<file path="src/dacus_defines.svh">
// timing-free constants and field positions for the converter update scheduler
`ifndef DACUS_DEFINES_SVH
`define DACUS_DEFINES_SVH
`define DACUS_CTRL_RESET     8'h00
`define DACUS_CTRL_ON_BIT    7
`define DACUS_CTRL_SRC_HI    4
`define DACUS_CTRL_SRC_LO    3
`define DACUS_CTRL_USED_MASK 8'h9f
`define DACUS_DATA_RESET     8'h00
`define DACUS_CODE_RESET     12'h000
`define DACUS_CODE_WIDTH     12
`define DACUS_CHANNELS       2
`endif

</file>
<file path="src/dacus_pkg.sv">
// types shared by the converter update scheduler
package dacus_pkg;
    typedef enum logic [1:0] {
        DACUS_SRC_WRITE,
        DACUS_SRC_TIMER3,
        DACUS_SRC_TIMER4,
        DACUS_SRC_TIMER2
    } dacus_src_t;
endpackage

</file>
<file path="src/dacus_chan_if.sv">
// per-channel signals between the scheduler top and one channel
`timescale 1ns/10ps
interface dacus_chan_if;
    logic [7:0]  ctrl_wdata;
    logic        ctrl_we;
    logic [7:0]  low_wdata;
    logic        low_we;
    logic [7:0]  high_wdata;
    logic        high_we;
    logic        tmr2_ovf;
    logic        tmr3_ovf;
    logic        tmr4_ovf;
    logic [7:0]  ctrl_rd;
    logic [7:0]  low_rd;
    logic [7:0]  high_rd;
    logic [11:0] code;
    logic        on;
    modport top  (output ctrl_wdata, ctrl_we, low_wdata, low_we, high_wdata, high_we,
                  tmr2_ovf, tmr3_ovf, tmr4_ovf,
                  input ctrl_rd, low_rd, high_rd, code, on);
    modport chan (input ctrl_wdata, ctrl_we, low_wdata, low_we, high_wdata, high_we,
                  tmr2_ovf, tmr3_ovf, tmr4_ovf,
                  output ctrl_rd, low_rd, high_rd, code, on);
endinterface

</file>
<file path="src/dacus_chan.sv">
// one converter channel: control, held data bytes and input latch
`timescale 1ns/10ps
`include "dacus_defines.svh"
module dacus_chan
    import dacus_pkg::*;
(
    // clock and reset
    input  wire logic clk_sys,
    input  wire logic reset,
    input  wire logic clk_en,
    // channel signals
    dacus_chan_if.chan ch
);
    logic [7:0]  ctrl_reg, ctrl_next;
    logic [7:0]  low_reg, low_next;
    logic [7:0]  high_reg, high_next;
    logic [11:0] code_reg, code_next;
    logic        xfer_reg, xfer_next;
    dacus_src_t  src;

    assign src = dacus_src_t'(ctrl_reg[`DACUS_CTRL_SRC_HI:`DACUS_CTRL_SRC_LO]);

    always_comb begin
        ctrl_next = ctrl_reg;
        low_next  = low_reg;
        high_next = high_reg;
        code_next = code_reg;
        xfer_next = 1'b0;
        if (ch.ctrl_we) begin
            ctrl_next = ch.ctrl_wdata & `DACUS_CTRL_USED_MASK;
        end
        // low byte is only buffered, never moves the output by itself
        if (ch.low_we) begin
            low_next = ch.low_wdata;
        end
        if (ch.high_we) begin
            high_next = ch.high_wdata;
        end
        // timer strobe is marked now, latch copies one cycle later
        unique case (src)
            DACUS_SRC_WRITE:  xfer_next = ch.high_we;
            DACUS_SRC_TIMER3: xfer_next = ch.tmr3_ovf;
            DACUS_SRC_TIMER4: xfer_next = ch.tmr4_ovf;
            DACUS_SRC_TIMER2: xfer_next = ch.tmr2_ovf;
        endcase
        // whole word in one step, low byte in the low eight bits
        if (xfer_reg) begin
            code_next = {high_reg[3:0], low_reg};
        end
    end

    always_ff @(posedge clk_sys) begin
        if (reset) begin
            ctrl_reg <= `DACUS_CTRL_RESET;
            low_reg  <= `DACUS_DATA_RESET;
            high_reg <= `DACUS_DATA_RESET;
            code_reg <= `DACUS_CODE_RESET;
            xfer_reg <= 1'b0;
        end else if (clk_en) begin
            ctrl_reg <= ctrl_next;
            low_reg  <= low_next;
            high_reg <= high_next;
            code_reg <= code_next;
            xfer_reg <= xfer_next;
        end
    end

    assign ch.ctrl_rd = ctrl_reg;
    assign ch.low_rd  = low_reg;
    assign ch.high_rd = high_reg;
    assign ch.code    = code_reg;
    assign ch.on      = ctrl_reg[`DACUS_CTRL_ON_BIT];
endmodule

</file>
<file path="src/dacus_top.sv">
// update scheduler for two 12-bit converter channels
`timescale 1ns/10ps
`include "dacus_defines.svh"
module dacus_top
    import dacus_pkg::*;
(
    // clock, reset, enable
    input  wire logic        clk_sys,
    input  wire logic        reset,
    input  wire logic        clk_en,
    // register writes, one strobe per register and channel
    input  wire logic [1:0]  ctrl_we,
    input  wire logic [1:0]  low_we,
    input  wire logic [1:0]  high_we,
    input  wire logic [7:0]  wdata,
    // timer overflow strobes, same clock
    input  wire logic        tmr2_ovf,
    input  wire logic        tmr3_ovf,
    input  wire logic        tmr4_ovf,
    // register readback
    output logic      [15:0] ctrl_rd,
    output logic      [15:0] low_rd,
    output logic      [15:0] high_rd,
    // converter side
    output logic      [23:0] conv_code,
    output logic      [1:0]  conv_on,
    output logic      [1:0]  conv_out_oe
);
    logic [15:0] ctrl_rd_next, low_rd_next, high_rd_next;
    logic [23:0] code_next;
    logic [1:0]  on_next;
    logic [7:0]  c_rd [2];
    logic [7:0]  l_rd [2];
    logic [7:0]  h_rd [2];
    logic [11:0] c_code [2];
    logic [1:0]  c_on;

    genvar g;
    generate
        for (g = 0; g < `DACUS_CHANNELS; g = g + 1) begin : gen_chan
            dacus_chan_if cif ();
            assign cif.ctrl_wdata = wdata;
            assign cif.ctrl_we    = ctrl_we[g];
            assign cif.low_wdata  = wdata;
            assign cif.low_we     = low_we[g];
            assign cif.high_wdata = wdata;
            assign cif.high_we    = high_we[g];
            assign cif.tmr2_ovf   = tmr2_ovf;
            assign cif.tmr3_ovf   = tmr3_ovf;
            assign cif.tmr4_ovf   = tmr4_ovf;
            assign c_rd[g]        = cif.ctrl_rd;
            assign l_rd[g]        = cif.low_rd;
            assign h_rd[g]        = cif.high_rd;
            assign c_code[g]      = cif.code;
            assign c_on[g]        = cif.on;
            // independent state per channel
            dacus_chan u_chan (
                .clk_sys (clk_sys),
                .reset   (reset),
                .clk_en  (clk_en),
                .ch      (cif.chan)
            );
        end
    endgenerate

    always_comb begin
        ctrl_rd_next = {c_rd[1], c_rd[0]};
        low_rd_next  = {l_rd[1], l_rd[0]};
        high_rd_next = {h_rd[1], h_rd[0]};
        code_next    = {c_code[1], c_code[0]};
        on_next      = c_on;
    end

    // registered for clean outputs; adds one cycle of view latency
    always_ff @(posedge clk_sys) begin
        if (reset) begin
            ctrl_rd     <= {2{`DACUS_CTRL_RESET}};
            low_rd      <= {2{`DACUS_DATA_RESET}};
            high_rd     <= {2{`DACUS_DATA_RESET}};
            conv_code   <= {2{`DACUS_CODE_RESET}};
            conv_on     <= 2'h0;
            conv_out_oe <= 2'h0;
        end else if (clk_en) begin
            ctrl_rd     <= ctrl_rd_next;
            low_rd      <= low_rd_next;
            high_rd     <= high_rd_next;
            conv_code   <= code_next;
            conv_on     <= on_next;
            conv_out_oe <= on_next;
        end
    end
endmodule

</file>
<file path="config.mk">
export PLATFORM = sky130hd
export DESIGN_NAME = dacus_top
export DESIGN_NICKNAME = d
export VERILOG_FILES = /design/src/dacus_pkg.sv /design/src/dacus_chan_if.sv /design/src/dacus_chan.sv /design/src/dacus_top.sv
export VERILOG_INCLUDE_DIRS = /design/src
export SDC_FILE = /design/constraint.sdc
export NUM_CORES = 1
export LEC_CHECK = 0
export ABC_AREA = 1
export BUFFER_PORTS_ARGS = -buffer_cell sky130_fd_sc_hd__buf_2
export CORE_ASPECT_RATIO = 0.8
export CORE_UTILIZATION = 50
export CTS_CLUSTER_SIZE = 14
export DETAILED_ROUTE_END_ITERATION = 8
export MAX_ROUTING_LAYER = met4
export PLACE_DENSITY = 0.77
export SYNTH_ARGS = -nofsm -noshare
export SYNTH_HDL_FRONTEND = slang
export SYNTH_HIERARCHICAL = 1
export SYNTH_SLANG_ARGS = --single-unit
</file>
<file path="constraint.sdc">
create_clock -name clk_sys -period 1.4 [get_ports clk_sys]
set_input_delay 0.14 -clock clk_sys [delete_from_list [all_inputs] [get_ports clk_sys]]
set_output_delay 0.14 -clock clk_sys [all_outputs]
set_load 0.05 [all_outputs]
</file>
Word-level counts from Yosys, hierarchy flattened:

Cells that the tools add are included.

* register bits: 140
* word-level logic and storage cells: 33
* output and inout port bits: 76
* input port bits: 20

* equal/unequal tests: 6
* reduce and logical (&&, ||, !) cells: 10
* muxes and demuxes: 2

Operator list (number)
* 2-bit AND reduction: 8
* 2-bit == test, second input constant: 4
* 1-bit one-hot mux with 4 select lines: 2
* 2-bit by 1-bit == test with 1-bit output, second input constant: 2
* 2-bit logical NOT: 2

Depth between registers and ports, before layout:

Gate-level depths: netlist of run 1.

* depth in word-level cells: 2
* mapped depth: 5
* mapped depth without buffers: 5

Modules after synthesis:

Netlist of run 1, hierarchy kept.

Modules (own cells, without submodules)
* dacus_top: seq. area each 1481.4 µm², cells each 471, instances 1, area each 3012.9 µm²
* dacus_chan: seq. area each 700.7 µm², cells each 164, instances 2, area each 1249.9 µm²

Least setup slack after synthesis of run 1:

Ideal clock, no wire load.

* path kind: register to output
* start: register conv_out_oe[0]
* end: output port conv_out_oe[0]
* stages on the path, launching flop included: 2
* path buffers: 1
* arrival: 914 ps
* data required time: 1260 ps
* setup slack: 346 ps
* path through: dfxtp_1 > buf_4

RTL lines
* start, declared: line dacus_top.sv:27 `output logic [1:0] conv_out_oe`
* start signal, assigned: line dacus_top.sv:89 `conv_out_oe <= on_next;`

No word-level cell between the ends.

Worst setup path in the final report of run 1:

* start: register conv_code[11]
* end: output port conv_code[11]

RTL lines
* start, declared: line dacus_top.sv:25 `output logic [23:0] conv_code,`
* start signal, assigned: line dacus_top.sv:80 `` conv_code <= {2{`DACUS_CODE_RESET}}; ``
* start signal, assigned: line dacus_top.sv:87 `conv_code <= code_next;`

No word-level cell between the ends.

==> impl_metrics.ini, run 1 <==
[sta]
fin_skew_ns = 0.00620
drv_slew = 0
finalHoldViolCount = 0
fin_crit_sh = 0.871
max_clock_freq_mhz = 820
fin_tns_setup_ns = 0
rsz0062_at_grt = no
final-setup-viol-count = 0
min_period_ns = 1.22

[die]
core_um2 = 10500
fp.dieH_um = 95.9
row_count = 33
start_util = 0.526
die_w_um = 119
io_pins = 96
die_area_um2 = 11500

[final_layout]
layout_commonest_cell = nor2_1
finalNonFillerCells = 1034
fillers = 938
final_layout_size_suffix_gt1_frac = 0.151
seq_area_um2 = 2880
area_delta_synth_final_pct = 21.8
multi_input_area_um2 = 2070
num_antenna_cells = 0
final_cell_mix = 276 x nor2_1, 166 x nand2_1, 144 x dfxtp_1, 94 x buf_2, 88 x inv_1
final_nets = 902

[logic_synthesis]
seq_area_frac_synth = 0.523
syn_inst = 799
synth_top_family_by_area = simple AND/OR/NAND/NOR gates
ys_ff_latch = 144
synth_fa_ha_area_frac = 0
syn_avg_cell_area_um2 = 6.90
netlist_area_um2 = 5510
synth-compound-area-share = 0.0690
synthSimpleGateAreaFrac = 0.305
synth_top_area_frac = 0.523
synth.area.top_cells = dfxtp_1 52%, nor2_1 19%, nand2_1 11%
synth_cell_types = 11
synthXorXnorAreaFrac = 0
yosysWarnings = 6
yosysTopAreaCell = dfxtp_1
synth_mux_area_frac = 0

[detailed_routing]
ant_nets = 0
firstDrtPassIters = 5
wl_um = 11900
first_iter_violations = 303
vias = 4809
wire_per_inst_um = 11.5
viasPerCell = 4.65
drcViolationCount = 0

[power]
p_comb_frac = 0.127
peakVddDrop_v = 0.00120
p_sw_mw = 2.80
seqPwrFrac = 0.410
p_int_mw = 8.21
power.density_nw_per_um2 = 1640
power_frac_clock = 0.463
switching_share = 0.254
p_leak_nw = 3.32

[critical_path]
critPathRequiredTime_ns = 1.26
r2r_slack_ns = 0.24
critical-path-top-delay-family = flip-flops
r2r_cells = 4
end_kind = primary output
worstPathCellList = buf_2
cp.buffers_inverters = 1
worstSetupPathType = flip-flop to primary output
max_stage_delay_ns = 0.38
regToRegEndpoint = gen_chan[1].u_chan/ch.code[10]$_SDFFE_PP0P_
cp_max_fo = 2
cp.arrival_ns = 1.08
crit-reg2reg-launch = gen_chan[1].u_chan/xfer_reg$_SDFFE_PP0P_
start_kind = flip-flop
cp_slowest_cell = dfxtp_1

[cts]
clk_pin_slew_worst_paths_ns = 0.05
clockBufferDepth = 2
post_cts_buffers = 0
cts_resized = 0
cts_made_buffers = 17
h-tree-depth = 4
root_buffer = clkbuf_16
clock_latency_ns = 0.41
ctsHoldBuffers = 0
cts.sinks = 144
cts_tree = yes

[job]
cap_viol_max_count = 0

[global_route]
antenna_found_initial = 0
grt_pass1_wl_um = 20400
grt_max_degree = 65
grt_pass1_vias = 4545
grt_usage = 0.234
overflow = 0

[placed_design]
io_buffers = 95
place_congestion = 0.855
dpl.cell_count = 1003
hpwl_um = 8090

[min_path]
hp-start = wdata[6]
min_path_cells = 3
min_path_type = input pin to flip-flop
holdPathEnd = gen_chan[0].u_chan/ch.low_rd[6]$_SDFFE_PP0P_

[run_status]
status = finished, final reports clean
[worst max path at each step]
stage,slack [ns],cells past startpoint,endpoint,startpoint
2_1_floorplan,0.35,1,conv_out_oe[0],conv_out_oe[0]$_SDFFE_PP0P_
3_3_place_gp,0.19,5,gen_chan[1].u_chan/ch.code[0]$_SDFFE_PP0P_,clk_en
3_5_place_dp,0.15,5,gen_chan[1].u_chan/ch.code[5]$_SDFFE_PP0P_,clk_en
4_1_cts,0.16,1,conv_code[11],conv_code[11]$_SDFFE_PP0P_
5_1_grt,0.1,4,gen_chan[1].u_chan/ch.code[7]$_SDFFE_PP0P_,gen_chan[1].u_chan/xfer_reg$_SDFFE_PP0P_
6_report,0.18,1,conv_code[11],conv_code[11]$_SDFFE_PP0P_
[cells in the mapped netlist, drive strengths merged]
master	count
inv	89
nor2	276
dfxtp	144
clkbuf	9
conb	2
nand3	4
buf	33
o21ai	70
a21oi	6
nand2	166
[routing by layer]
| layer | track usage | vias up | wire length, µm |
|---|---|---|---|
| met5 | - | - | 0 |
| li1 | - | 2549 | - |
| met1 | 0.277 | 2142 | 5640 |
| met3 | 0.0634 | 11 | 575 |
| met4 | 0.0646 | 0 | 94 |
| met2 | 0.397 | 107 | 5580 |
[layout make-up]
class,instances,area share
Tap cell,140,0.0261
Timing Repair Buffer,104,0.0850
Inverter,89,0.0498
Clock inverter,10,0.0307
Sequential cell,144,0.429
Multi-Input combinational cell,526,0.309
Clock buffer,21,0.0701
[power groups by stage]
stage / clock network (mW) / registers, mW / logic [mW]
floorplan: 0 / 5.03 / 0.638
global placement: 0 / 4.60 / 1.38
detailed placement: 0 / 4.60 / 1.39
CTS: 5.15 / 4.52 / 1.40
global route: 5.37 / 4.55 / 1.55
finish: 5.09 / 4.52 / 1.40
[worst min-delay path, delay by kind of cell]
| kind | cells | cell delay (ns) |
|---|---|---|
| AOI/OAI and AO/OA | 1 | 0.10 |
| buffers and inverters | 1 | 0.15 |
| and+or+nand+nor | 1 | 0.08 |
[stage by stage]
stage           util  power (mW)  cell area, µm²  hold slack [ns]  setup WS (ns)
2_1_floorplan      -        5.67            5520            0.234          0.346
3_3_place_gp   0.576        5.97            6040            0.452          0.191
3_5_place_dp   0.576        6.00            6040            0.461          0.145
4_1_cts        0.640        11.1            6710           0.0751          0.161
5_1_grt        0.640        11.5            6710           0.0897         0.0973
6_report       0.640        11.0            6710           0.0953          0.181
[cell families after synthesis]
kind of cell	after synthesis
AO/OA/AOI/OAI	76
AND/OR/NAND/NOR	446
other	2
buffers and inverters	131
flip-flops	144
(Power assumes the default switching activity.)
==> run 2: changes to the inputs <==
Clock period 1.4 ns to 1.25 ns, I/O delays scaled along.
==> run 2 against run 1 <==
Net effect:
- combinational power grew 14%
- wire length grew 2.4%
- register-to-register slack lost 0.09 ns
- worst setup slack lost 0.14 ns
- cell area grew 0.43%
- via count grew 2.1%
- largest cell class unchanged
==> impl_metrics.ini, run 2 (same netlist as run 1, synthesis figures left out) <==
[sta]
final-setup-viol-count = 0
max_clock_freq_mhz = 825
min_period_ns = 1.21
drv_slew = 0
fin_crit_sh = 0.970
setup_ws_ns = 0.0379
fin_skew_ns = 0.00893
finalHoldViolCount = 0
rsz0062_at_grt = no
fin_tns_setup_ns = 0

[cts]
root_buffer = clkbuf_16
cts.sinks = 144
clk_pin_slew_worst_paths_ns = 0.06
ctsHoldBuffers = 0
cts_made_buffers = 17
clock_latency_ns = 0.41
h-tree-depth = 4
cts_tree = yes
cts_resized = 0
clockBufferDepth = 2
post_cts_buffers = 0

[critical_path]
start_kind = flip-flop
cp_slowest_cell = dfxtp_1
critPathRequiredTime_ns = 1.12
critical-path-top-delay-family = flip-flops
worstPathCellList = buf_2
crit-reg2reg-launch = gen_chan[0].u_chan/xfer_reg$_SDFFE_PP0P_
max_stage_delay_ns = 0.39
cp_max_fo = 2
startpoint = conv_code[11]$_SDFFE_PP0P_
end_kind = primary output
worstSetupPathType = flip-flop to primary output
cp.buffers_inverters = 1
cp.arrival_ns = 1.09

[power]
p_leak_nw = 3.32
p_sw_mw = 3.17
power.density_nw_per_um2 = 1820
peakVddDrop_v = 0.00125
seqPwrFrac = 0.414
p_comb_frac = 0.130
power_frac_clock = 0.457
p_int_mw = 9.07
switching_share = 0.259

[min_path]
hp-start = wdata[6]
min_path_type = input pin to flip-flop

[detailed_routing]
wl_um = 12200
firstDrtPassIters = 5
ant_nets = 0
drcViolationCount = 0
viasPerCell = 4.73
first_iter_violations = 336
wire_per_inst_um = 11.7
vias = 4910

[final_layout]
layout_commonest_cell = nor2_1
final_layout_size_suffix_gt1_frac = 0.156
num_antenna_cells = 0
area_delta_synth_final_pct = 22.3
final_nets = 905
final_cell_mix = 276 x nor2_1, 165 x nand2_1, 144 x dfxtp_1, 94 x buf_2, 87 x inv_1
fillers = 956

[placed_design]
io_buffers = 95
place_congestion = 0.884
hpwl_um = 7980
dp_slack_ns = 0.00201

[job]
cap_viol_max_count = 0

[die]
core_um2 = 10500
start_util = 0.526
die_area_um2 = 11500
fp.dieH_um = 95.9
row_count = 33
io_pins = 96
die_w_um = 119

[global_route]
overflow = 0
antenna_found_initial = 0
grt_max_degree = 61
grt_pass1_vias = 4423
grt_usage = 0.233
grt_pass1_wl_um = 20100

[run_status]
status = finished, final reports clean
run 2: power groups by stage:
stage | Sequential (mW) | Combinational, mW | Clock [mW]
3_3_place_gp | 5.15 | 1.55 | 0
2_1_floorplan | 5.64 | 0.715 | 0
4_1_cts | 5.06 | 1.59 | 5.66
3_5_place_dp | 5.16 | 1.57 | 0
5_1_grt | 5.09 | 1.75 | 5.87
6_report | 5.06 | 1.59 | 5.59
run 2: worst reg2reg max path, stage by stage (launching register included):
cell and delay (ns):
dfxtp_1 0.34, nand2_1 0.13, inv_1 0.33, nor2_1 0.09, nor2_1 0.13
run 2: stage by stage:
stage	total power, mW	util	cells	hold WS [ns]	instance area, µm²
2_1_floorplan	6.35	-	801	0.219	5520
3_3_place_gp	6.70	0.578	1005	0.451	6060
3_5_place_dp	6.72	0.578	1005	0.460	6060
4_1_cts	12.3	0.642	1037	0.0430	6730
5_1_grt	12.7	0.643	1038	0.0639	6740
6_report	12.2	0.643	1038	0.0707	6740
run 2: final cells by class:
type | instances | area, µm² | share of cell area
repair inverters | 1 | 7.51 | 0.00111
inverters | 89 | 338 | 0.0501
well taps | 140 | 175 | 0.0260
clock inverters | 9 | 176 | 0.0262
multi-input cells | 526 | 2080 | 0.308
flip-flops and latches | 144 | 2880 | 0.428
clock buffers | 23 | 488 | 0.0724
repair buffers | 106 | 598 | 0.0887
run 2: metal layers:
layer,vias up,routed length [µm],track usage
met2,133,5670,0.383
met1,2221,5610,0.275
met3,17,710,0.0669
met5,-,0,-
met4,0,181,0.0885
li1,2539,-,-
run 2: worst paths after layout:
path / end / slack [ns] / depth (start not counted)
min reg2reg: conv_code[17]$_SDFFE_PP0P_ / 0.47 / 2
max: conv_code[11] / 0.04 / 1
min: gen_chan[0].u_chan/ch.low_rd[6]$_SDFFE_PP0P_ / 0.07 / 3
max reg2reg: gen_chan[0].u_chan/ch.code[6]$_SDFFE_PP0P_ / 0.15 / 4
